### config.mk
export PLATFORM = sky130hd
export DESIGN_NAME = pcg_periph_gating
export DESIGN_NICKNAME = d
export VERILOG_FILES = /design/src/verilog/pcg_pkg.sv /design/src/verilog/pcg_periph_gating.sv /design/src/verilog/pcg_clock_gate.sv
export SDC_FILE = /design/constraint.sdc
export NUM_CORES = 1
export LEC_CHECK = 0
export BUFFER_PORTS_ARGS = -buffer_cell sky130_fd_sc_hd__buf_4
export CAP_MARGIN = 25
export CORE_MARGIN = 5
export CORE_UTILIZATION = 54
export CTS_BUF_LIST = sky130_fd_sc_hd__clkbuf_8 sky130_fd_sc_hd__clkbuf_16
export CTS_CLUSTER_DIAMETER = 40
export DETAILED_ROUTE_END_ITERATION = 10
export GPL_ROUTABILITY_DRIVEN = 0
export PLACE_DENSITY = 0.85
export SYNTH_ARGS = -nofsm -noshare
export SYNTH_HDL_FRONTEND = slang
export SYNTH_HIERARCHICAL = 1
export SYNTH_SLANG_ARGS = --single-unit
### constraint.sdc
create_clock -name core_clk -period 3.2 [get_ports core_clk]
set_clock_uncertainty 0.1 [all_clocks]
set_input_delay 0.64 -clock core_clk [delete_from_list [all_inputs] [get_ports core_clk]]
set_output_delay 0.64 -clock core_clk [all_outputs]
set_load 0.01 [all_outputs]
### src/verilog/pcg_pkg.sv
`default_nettype none
package pcg_pkg;

  // ----------------------------------------
  // register map (byte offsets)
  // ----------------------------------------
  localparam logic [11:0] PCG_RUN_GATE_OFS   = 12'h104;
  localparam logic [11:0] PCG_SLEEP_GATE_OFS = 12'h114;
  localparam logic [11:0] PCG_DEEP_GATE_OFS  = 12'h124;
  localparam logic [11:0] PCG_RUN_CFG_OFS    = 12'h060;
  localparam logic [11:0] PCG_IRQ_STAT_OFS   = 12'h130;
  localparam logic [11:0] PCG_IRQ_EN_OFS     = 12'h134;
  localparam logic [11:0] PCG_IRQ_CLR_OFS    = 12'h138;
  localparam logic [11:0] PCG_EFF_GATE_OFS   = 12'h13C;
  localparam logic [11:0] PCG_FAULT_INFO_OFS = 12'h140;

  // ----------------------------------------
  // gating register layout
  // ----------------------------------------
  localparam int PCG_NUM_UNITS = 7;
  localparam int PCG_ASYNC0_POS  = 0;
  localparam int PCG_ASYNC1_POS  = 1;
  localparam int PCG_SYNC0_POS   = 4;
  localparam int PCG_TWOWIRE_POS = 12;
  localparam int PCG_CNT0_POS    = 16;
  localparam int PCG_CNT1_POS    = 17;
  localparam int PCG_CNT2_POS    = 18;
  localparam int PCG_UNIT_POS [PCG_NUM_UNITS] = '{
    PCG_ASYNC0_POS, PCG_ASYNC1_POS, PCG_SYNC0_POS, PCG_TWOWIRE_POS,
    PCG_CNT0_POS, PCG_CNT1_POS, PCG_CNT2_POS};
  localparam logic [31:0] PCG_GATE_MASK  = 32'h0007_1013;
  localparam logic [31:0] PCG_GATE_RESET = 32'h0000_0000;

  // ----------------------------------------
  // other fields
  // ----------------------------------------
  localparam int PCG_AUTO_GATE_POS = 27;
  localparam logic [31:0] PCG_RUN_CFG_MASK  = 32'h0800_0000;
  localparam logic [31:0] PCG_RUN_CFG_RESET = 32'h0000_0000;
  localparam int PCG_IRQ_FAULT_POS = 0;
  localparam int PCG_IRQ_MODE_POS  = 1;
  localparam int PCG_IRQ_W         = 2;
  localparam logic [1:0] PCG_IRQ_RESET = 2'h0;

  typedef enum logic [1:0] {
    PCG_MODE_RUN   = 2'h0,
    PCG_MODE_SLEEP = 2'h1,
    PCG_MODE_DEEP  = 2'h3
  } pcg_mode_t;

  typedef struct packed {
    logic [11:0] addr;
    logic [31:0] wdata;
    logic        wr;
    logic        rd;
  } pcg_bus_req_t;

  typedef struct packed {
    logic       valid;
    logic       write;
    logic [2:0] unit;
  } pcg_access_t;

  typedef struct packed {
    logic       ok;
    logic       fault;
  } pcg_access_resp_t;

endpackage
`default_nettype wire

### src/verilog/pcg_periph_gating.sv
// Local design decision: the address-and-strobe port.
`default_nettype none
module pcg_periph_gating
  import pcg_pkg::*;
(
  // clock and reset
  input  wire logic                       core_clk,
  input  wire logic                       sys_rst,
  // register port
  input  wire pcg_bus_req_t               busReq,
  output logic [31:0]                     busRdata,
  // power state from the power controller
  input  wire pcg_mode_t                  powerMode,
  // peripheral access check
  input  wire pcg_access_t                periphAccess,
  output pcg_access_resp_t                periphResp,
  // gated clocks and enables
  output logic [PCG_NUM_UNITS-1:0]        periphClk,
  output logic [PCG_NUM_UNITS-1:0]        periphEnable,
  // interrupt
  output logic                            irq
);

  // ----------------------------------------
  // decode
  // ----------------------------------------
  logic runSel;
  logic sleepSel;
  logic deepSel;
  logic cfgSel;
  logic statSel;
  logic ienSel;
  logic clrSel;
  logic effSel;
  logic infoSel;

  assign runSel   = busReq.addr == PCG_RUN_GATE_OFS;
  assign sleepSel = busReq.addr == PCG_SLEEP_GATE_OFS;
  assign deepSel  = busReq.addr == PCG_DEEP_GATE_OFS;
  assign cfgSel   = busReq.addr == PCG_RUN_CFG_OFS;
  assign statSel  = busReq.addr == PCG_IRQ_STAT_OFS;
  assign ienSel   = busReq.addr == PCG_IRQ_EN_OFS;
  assign clrSel   = busReq.addr == PCG_IRQ_CLR_OFS;
  assign effSel   = busReq.addr == PCG_EFF_GATE_OFS;
  assign infoSel  = busReq.addr == PCG_FAULT_INFO_OFS;

  // ----------------------------------------
  // gating registers
  // ----------------------------------------
  logic [31:0] runGate_reg;
  logic [31:0] sleepGate_reg;
  logic [31:0] deepGate_reg;
  logic [31:0] runCfg_reg;

  // reserved bits are masked off, so they stay zero whatever is written
  always_ff @(posedge core_clk) begin
    if (sys_rst) begin
      runGate_reg <= PCG_GATE_RESET;
    end else if (busReq.wr && runSel) begin
      runGate_reg <= busReq.wdata & PCG_GATE_MASK;
    end
  end

  always_ff @(posedge core_clk) begin
    if (sys_rst) begin
      sleepGate_reg <= PCG_GATE_RESET;
    end else if (busReq.wr && sleepSel) begin
      sleepGate_reg <= busReq.wdata & PCG_GATE_MASK;
    end
  end

  always_ff @(posedge core_clk) begin
    if (sys_rst) begin
      deepGate_reg <= PCG_GATE_RESET;
    end else if (busReq.wr && deepSel) begin
      deepGate_reg <= busReq.wdata & PCG_GATE_MASK;
    end
  end

  always_ff @(posedge core_clk) begin
    if (sys_rst) begin
      runCfg_reg <= PCG_RUN_CFG_RESET;
    end else if (busReq.wr && cfgSel) begin
      runCfg_reg <= busReq.wdata & PCG_RUN_CFG_MASK;
    end
  end

  // ----------------------------------------
  // source selection
  // ----------------------------------------
  logic        autoGate;
  logic [31:0] effGate_next;
  logic [31:0] effGate_reg;

  assign autoGate = runCfg_reg[PCG_AUTO_GATE_POS];

  always_comb begin
    effGate_next = runGate_reg;
    case (powerMode)
      PCG_MODE_RUN: begin
        effGate_next = runGate_reg;
      end
      PCG_MODE_SLEEP: begin
        effGate_next = autoGate ? sleepGate_reg : runGate_reg;
      end
      PCG_MODE_DEEP: begin
        effGate_next = autoGate ? deepGate_reg : runGate_reg;
      end
      default: begin
        effGate_next = runGate_reg;
      end
    endcase
  end

  // registered so enables never carry decode hazards into the gates
  always_ff @(posedge core_clk) begin
    if (sys_rst) begin
      effGate_reg <= PCG_GATE_RESET;
    end else begin
      effGate_reg <= effGate_next;
    end
  end

  // ----------------------------------------
  // per-unit gates
  // ----------------------------------------
  logic [PCG_NUM_UNITS-1:0] unitEn;

  genvar gi;
  generate
    for (gi = 0; gi < PCG_NUM_UNITS; gi++) begin : g_unit
      assign unitEn[gi] = effGate_reg[PCG_UNIT_POS[gi]];

      pcg_clock_gate u_gate (
        .core_clk (core_clk),
        .sys_rst  (sys_rst),
        .gateEn   (unitEn[gi]),
        .gatedClk (periphClk[gi])
      );
    end
  endgenerate

  // unit held in its disabled state whenever its clock is off
  always_ff @(posedge core_clk) begin
    if (sys_rst) begin
      periphEnable <= '0;
    end else begin
      periphEnable <= unitEn;
    end
  end

  // ----------------------------------------
  // access check
  // ----------------------------------------
  logic unitIdxOk;
  logic accClocked;
  logic accFault;

  assign unitIdxOk  = periphAccess.unit < 3'(PCG_NUM_UNITS);
  assign accClocked = unitIdxOk && unitEn[periphAccess.unit];
  // an index past the last unit is unmapped and faults as well
  assign accFault   = periphAccess.valid && !accClocked;

  always_ff @(posedge core_clk) begin
    if (sys_rst) begin
      periphResp <= '0;
    end else begin
      periphResp.ok    <= periphAccess.valid && accClocked;
      periphResp.fault <= accFault;
    end
  end

  // last fault: unit index in 2:0, write flag in 3
  logic [3:0] faultInfo_reg;

  always_ff @(posedge core_clk) begin
    if (sys_rst) begin
      faultInfo_reg <= 4'h0;
    end else if (accFault) begin
      faultInfo_reg <= {periphAccess.write, periphAccess.unit};
    end
  end

  // ----------------------------------------
  // interrupt status
  // ----------------------------------------
  pcg_mode_t             lastMode_reg;
  logic [PCG_IRQ_W-1:0]  irqEvent;
  logic [PCG_IRQ_W-1:0]  irqStat_reg;
  logic [PCG_IRQ_W-1:0]  irqEn_reg;
  logic [PCG_IRQ_W-1:0]  irqClr;

  always_ff @(posedge core_clk) begin
    if (sys_rst) begin
      lastMode_reg <= PCG_MODE_RUN;
    end else begin
      lastMode_reg <= powerMode;
    end
  end

  always_comb begin
    irqEvent = '0;
    irqEvent[PCG_IRQ_FAULT_POS] = accFault;
    irqEvent[PCG_IRQ_MODE_POS]  = powerMode != lastMode_reg;
  end

  assign irqClr = (busReq.wr && clrSel) ? busReq.wdata[PCG_IRQ_W-1:0] : '0;

  // a new event in the clearing cycle survives the clear
  always_ff @(posedge core_clk) begin
    if (sys_rst) begin
      irqStat_reg <= PCG_IRQ_RESET;
    end else begin
      irqStat_reg <= (irqStat_reg & ~irqClr) | irqEvent;
    end
  end

  always_ff @(posedge core_clk) begin
    if (sys_rst) begin
      irqEn_reg <= PCG_IRQ_RESET;
    end else if (busReq.wr && ienSel) begin
      irqEn_reg <= busReq.wdata[PCG_IRQ_W-1:0];
    end
  end

  assign irq = |(irqStat_reg & irqEn_reg);

  // ----------------------------------------
  // read back
  // ----------------------------------------
  logic [31:0] rdata_next;

  always_comb begin
    rdata_next = 32'h0000_0000;
    if (runSel) begin
      rdata_next = runGate_reg;
    end else if (sleepSel) begin
      rdata_next = sleepGate_reg;
    end else if (deepSel) begin
      rdata_next = deepGate_reg;
    end else if (cfgSel) begin
      rdata_next = runCfg_reg;
    end else if (statSel) begin
      rdata_next[PCG_IRQ_W-1:0] = irqStat_reg;
    end else if (ienSel) begin
      rdata_next[PCG_IRQ_W-1:0] = irqEn_reg;
    end else if (effSel) begin
      rdata_next = effGate_reg;
    end else if (infoSel) begin
      rdata_next[3:0] = faultInfo_reg;
    end
  end

  // data stands only in the cycle after the read strobe
  always_ff @(posedge core_clk) begin
    if (sys_rst) begin
      busRdata <= 32'h0000_0000;
    end else if (busReq.rd) begin
      busRdata <= rdata_next;
    end else begin
      busRdata <= 32'h0000_0000;
    end
  end

endmodule
`default_nettype wire

### src/verilog/pcg_clock_gate.sv
`default_nettype none
module pcg_clock_gate
  import pcg_pkg::*;
(
  // clock and reset
  input  wire logic core_clk,
  input  wire logic sys_rst,
  // enable and gated clock
  input  wire logic gateEn,
  output logic      gatedClk
);

  // ----------------------------------------
  // glitch-free gate
  // ----------------------------------------
  // enable moves only while the clock is low, so the and never chops a pulse
  logic enLow_reg;

  always_ff @(negedge core_clk) begin
    if (sys_rst) begin
      enLow_reg <= 1'b0;
    end else begin
      enLow_reg <= gateEn;
    end
  end

  assign gatedClk = core_clk & enLow_reg;

endmodule
`default_nettype wire

== Word-level counts from Yosys, hierarchy flattened ==
Cells that the tools add are included.
Widths: inputs -> output; s select.
Operators by class
  order comparisons: 2
  equality and inequality tests: 12
  muxes and demuxes: 17
  bitwise gates (word level): 13
  reductions and logical operators: 15
Operators by type and width (number)
  $eq 12x9->1 const B: 8
  $mux 19: 5
  $mux 26: 2
  $pmux 19 s2: 1
  $mux 28: 1
  $mux 15: 1
  $eq 12x7->1 const B: 1
  $logic_and 1x1->1: 9
  $reduce_or 9->1: 1
  $mux 4: 2
  $reduce_or 8->1: 1
  $and 1x1->1: 7
  $mux 2: 3
  $reduce_or 5->1: 1
  $and 2x2->2: 2
  $lt 3x4->1 const B: 1
  $reduce_or 2->1: 2
  $bmux 1 s3: 1
  $lt 3x3->1 const B: 1
  $eq 2x1->1 const B: 1
  $eq 2x2->1 const B: 1
  $ne 2x2->1: 1
  $not 1->1: 2
  $not 2->2: 1
  other kinds (3): 3
Word-level totals
  flip-flop bits (word level): 87
  input bits: 55
  output and inout bits: 49
  logic and storage cells: 82

== Logic depth before layout (Yosys ltp) ==
Gate-level depths: netlist of the first run.
  word-level depth: 9
  depth in mapped cells: 6
  mapped depth without buffers: 4

== Hierarchy ==
The synthesis of the first run kept the hierarchy.
By module, submodules not included
  pcg_periph_gating: instances 1, cells an instance 330, area each 2851.5 um^2, sequential area each 1161.1 um^2
  pcg_clock_gate: instances 7, cells an instance 4, area each 38.8 um^2, sequential area each 20.0 um^2

==> flow_summary.toml, run 1 <==
[worst_setup_path]
crit_chain = "and2_4, buf_6"
timing.rr.start = "effGate_reg[17]"
startpoint = "g_unit[0].u_gate/enLow_reg"
ff2ff_path_depth = 1
rr_endpoint = "g_unit[5].u_gate/enLow_reg"
slowest_delay_ps = 310
crit_type = "flip-flop to primary output"
r2r_setup_slack_ps = 920
critPathMaxFanout = 1
arrival_ps = 2660
crit_slowest_cell = "dfxtp_2"
cp-start-kind = "flip-flop"
cp-end-kind = "primary output"
crit_required_ps = 2460

[power]
pwr-share-seq_pct = 41.9
p_int_uw = 1449
p_sw_share_pct = 25.89
max-vdd-ir-drop_v = 0.0003228
p_total_uw = 1954
p_sw_uw = 505.9
p_comb_share_pct = 6.7
p_leak_uw = 0.001513
p_clk_share_pct = 51.4
power_density_nw_per_um2 = 508.1

[routing]
drc_errors = 0
first_pass_iters = 5
wl_mm = 7.878
drtIter0Drc = 175
final_antenna_net_count = 0
routedWlPerCell_um = 16.11
vias = 2766
viasPerCell = 5.656

[logic_synthesis]
synth_area_leader_cell = "dfxtp_1"
synth_ff_type = "dfxtp_1"
synth-edff-count = 0
synth_cell_types = 49
yosysMostFrequentCell = "dfxtp_1"
syn_avg_cell_area_um2 = 8.723
synth_common_cells = "dfxtp_1 (65), nand3_1 (31), a21oi_1 (30)"
async_flop_share_pct = 0
ys_ff_latch = 65
syn_inst = 358
yosysSeqAreaShare_pct = 41.67
synthTopCellsByArea = "dfxtp_1 (42%), buf_4 (5.3%), nand3_1 (5.0%)"
yosysWarnings = 6
synth_top_area_share_pct = 41.67
syn_area_um2 = 3123

[clock_tree]
cts_tree = "done"
insertion_delay_ps = 460
cts_hold_buf = 0
clkTransAtPathRegs_ps = 70
post_cts_buffers = 0

[timing]
worst_slack_ps = -203.7
rsz0062_at_grt = "true"
tns_ps = -1282
hold_viol = 0
setup_viol = 14
hold_slack_ps = 323.0
tightest_slew_ps = 744.2
relSlewSlack_pct = 49.98
finalMaxSlewViolations = 0

[worst_hold_path]
min_from = "powerMode[0]"
holdPathStages = 2
whs_endpoint = "lastMode_reg[0]"
worstHoldPathType = "input pin to flip-flop"

[final_layout]
layout-drive-gt1-share_pct = 26.62
finish.utilization_pct = 69.00
largest_register = "busRdata"
register_area_um2 = 1305
nNetsFinal = 466
n_fill_cell = 476
multi_input_area_um2 = 1612
area_growth_pct = 23.16
diodes = 0
largest_reg_flops = 10

[global_route]
grt_max_degree = 31
overflow = 0
antenna_found_initial = 0
grt_pass1_vias = 2786
grt_pass1_wl_mm = 12.68
grt_util_all_layers_pct = 22.37

[flow_run]
maxCapViolCount = 0

[floorplanning]
initial_core_util_pct = 56.03
rows = 27
die_h_um = 86.05
fp.coreArea_um2 = 5574
fp.dieArea_um2 = 7405
die_w_um = 86.05
ioPinCount = 104

[place]
place_hpwl_mm = 5.570
port_buffers = 57

[run_status]
status = "finished, violations left"
violations = "negative setup slack"
[cell type report]
type	count	area share (%)
sequential	65	33.93
inverter	5	0.4880
multi-input combinational	256	41.90
tap	72	2.342
timing repair buffer	56	10.93
clock inverter	13	2.407
clock buffer	22	8.003
[power by group through the flow]
stage	Combinational, uW	Sequential [uW]	Clock [uW]
6_report	132	819	1000
5_1_grt	142	820	1080
4_1_cts	130	819	1010
3_5_place_dp	129	837	27.4
3_3_place_gp	126	837	27.4
2_1_floorplan	92.8	837	27.4
[worst max-delay path by stage]
| stage | cells past startpoint | to |
|---|---|---|
| 6_report | 2 | periphClk[0] |
| 5_1_grt | 2 | periphClk[3] |
| 4_1_cts | 2 | periphClk[5] |
| 3_5_place_dp | 2 | periphClk[1] |
| 3_3_place_gp | 2 | periphClk[4] |
| 2_1_floorplan | 1 | periphClk[0] |
[worst max-delay path: cells and delay by family (launching register included)]
family	cells	cell delay [ps]
buffers and inverters	1	110
flip-flops	1	310
AND/OR/NAND/NOR	1	130
[layer usage]
layer | share of wire, % | up-vias | GRT usage [%]
li1 | - | 1336 | -
met4 | 2.5 | 0 | 16.12
met1 | 39 | 1302 | 24.76
met3 | 7.9 | 20 | 7.301
met5 | 0 | - | 0
met2 | 50 | 108 | 35.81
[per-stage QoR]
stage	setup WS [ps]	cells	instance area [um2]
CTS	-209.0	489	3837
detailed placement	323.6	468	3503
global placement	337.8	468	3503
global route	-246.1	489	3846
floorplan	431.6	379	3202
finish	-203.7	489	3846
[cell usage in the layout (no fill, tap or decap), types with 14 or more instances in the layout]
| master | instances |
|---|---|
| o21ai_0 | 27 |
| conb_1 | 22 |
| nor2b_1 | 14 |
| nor2_1 | 14 |
| a21oi_1 | 30 |
| mux2i_1 | 15 |
| buf_4 | 56 |
| dfxtp_1 | 62 |
| nand3_1 | 31 |
[timing repair]
action                                  CTS  global route
endpoints found under the setup margin   14            14
resized for setup                        12             5
pin swaps                                 0             0
[logic make-up after synthesis]
family | share of synthesized area (%)
flip-flops | 41.67
AO/OA/AOI/OAI | 17.31
other | 0.1201
buffers and inverters | 9.815
multiplexers | 5.529
XOR/XNOR | 0.5610
AND/OR/NAND/NOR | 25.00
Power figures use the tool's default switching activity.
==> run 2, diff against run 1 <==
--- a/config.mk
+++ b/config.mk
@@ -12,9 +12,9 @@
 export CTS_BUF_LIST = sky130_fd_sc_hd__clkbuf_8 sky130_fd_sc_hd__clkbuf_16
 export CTS_CLUSTER_DIAMETER = 40
 export DETAILED_ROUTE_END_ITERATION = 10
-export GPL_ROUTABILITY_DRIVEN = 0
 export PLACE_DENSITY = 0.85
 export SYNTH_ARGS = -nofsm -noshare
 export SYNTH_HDL_FRONTEND = slang
 export SYNTH_HIERARCHICAL = 1
 export SYNTH_SLANG_ARGS = --single-unit
+export TNS_END_PERCENT = 50
==> run 2 against run 1 <==
The run still ends with negative setup slack left. Critical path depth is the same. Utilization did not move. Global-route usage did not move. Critical endpoint unchanged. Largest cell class unchanged. Highest routed layer unchanged.
==> flow_summary.toml, run 2 (synthesis results as in run 1) <==
[global_route]
grt_pass1_vias = 2786
overflow = 0
grt_max_degree = 31
grt_pass1_wl_mm = 12.68
grt_util_all_layers_pct = 22.37
antenna_found_initial = 0

[worst_setup_path]
crit_end = "periphClk[0]"
slowest_delay_ps = 310
arrival_ps = 2660
path_delay_family = "flip-flops"
r2r_setup_slack_ps = 920
rr_endpoint = "g_unit[5].u_gate/enLow_reg"
path_depth = 2
cp-end-kind = "primary output"
crit_slowest_cell = "dfxtp_2"
crit_chain = "and2_4, buf_6"
timing.rr.start = "effGate_reg[17]"
startpoint = "g_unit[0].u_gate/enLow_reg"
crit_required_ps = 2460
critPathMaxFanout = 1
cp-start-kind = "flip-flop"
ff2ff_path_depth = 1
crit_type = "flip-flop to primary output"
crit_buf_inv = 1

[final_layout]
layout_common_cells = "dfxtp_1 (62), buf_4 (56), nand3_1 (31), a21oi_1 (30), o21ai_0 (27)"
area_growth_pct = 23.16
finish.utilization_pct = 69.00
diodes = 0
largest_register = "busRdata"
nNetsFinal = 466
final_common_cell = "dfxtp_1"
layout-drive-gt1-share_pct = 26.62
largest_reg_flops = 10

[clock_tree]
insertion_delay_ps = 460
clkTransAtPathRegs_ps = 70
cts_hold_buf = 0
cts_tree = "done"

[timing]
hold_slack_ps = 323.0
hold_viol = 0
setup_viol = 14
rsz0062_at_grt = "true"
relSlewSlack_pct = 49.98
tightest_slew_ps = 744.2
finalMaxSlewViolations = 0
worst_slack_ps = -203.6

[place]
routabilityCongestion = 0.8896
place_hpwl_mm = 5.570
port_buffers = 57

[floorplanning]
initial_core_util_pct = 56.03
die_h_um = 86.05
die_w_um = 86.05
rows = 27
ioPinCount = 104
fp.coreArea_um2 = 5574
fp.dieArea_um2 = 7405

[routing]
viasPerCell = 5.656
first_pass_iters = 5
wl_mm = 7.877
vias = 2766
final_antenna_net_count = 0
drc_errors = 0
wl_met2_mm = 3.952
drtIter0Drc = 175
highest_layer = "met4"
drt-met1-wl_mm = 3.105
dr_wl_met3_um = 621
routedWlPerCell_um = 16.11

[run_status]
violations = "negative setup slack"
status = "finished, violations left"

[worst_hold_path]
holdPathStages = 2
min_from = "powerMode[0]"
worstHoldPathType = "input pin to flip-flop"

[flow_run]
maxCapViolCount = 0

[power]
p_leak_uw = 0.001513
max-vdd-ir-drop_v = 0.0003228
power_density_nw_per_um2 = 508.1
run 2: layout make-up:
cell class / instances / area, um2
Tap cell: 72 / 90.09
Inverter: 5 / 18.77
Sequential cell: 65 / 1305
Fill cell: 476 / 1728
Timing Repair Buffer: 56 / 420.4
Multi-Input combinational cell: 256 / 1612
Clock buffer: 22 / 307.8
Clock inverter: 13 / 92.59
run 2: how the worst min path moves through the flow:
stage                       to  slack (ps)
3_5_place_dp       busRdata[3]         350
4_1_cts        lastMode_reg[0]         310
2_1_floorplan      busRdata[2]         330
6_report       lastMode_reg[0]         320
5_1_grt        lastMode_reg[0]         340
3_3_place_gp       busRdata[3]         340
run 2: per-stage QoR:
step / setup TNS (ps) / power, uW / setup slack [ps] / std cells / instance area (um2)
6_report: -1282 / 1954 / -203.6 / 489 / 3846
5_1_grt: -1597 / 2040 / -246.1 / 489 / 3846
4_1_cts: -1355 / 1964 / -208.6 / 489 / 3842
3_5_place_dp: 0 / 993.4 / 323.6 / 468 / 3503
3_3_place_gp: 0 / 990.4 / 337.8 / 468 / 3503
2_1_floorplan: 0 / 957.1 / 431.6 / 379 / 3202
run 2: metal layers:
| layer | vias to the layer above | track usage (%) |
|---|---|---|
| met2 | 108 | 35.81 |
| met3 | 20 | 7.301 |
| li1 | 1336 | - |
| met4 | 0 | 16.12 |
| met1 | 1302 | 24.76 |
| met5 | - | 0 |
run 2: power breakdown:
group	switching (uW)	internal [uW]
logic	81.5	50.0
registers	3.42	816
clock network	421	583
run 2: repair_timing:
action,in CTS,in global routing
endpoints found under the hold margin,0,0
gates resized for setup,14,3
endpoints found under the setup margin,14,14
buffers inserted,0,0
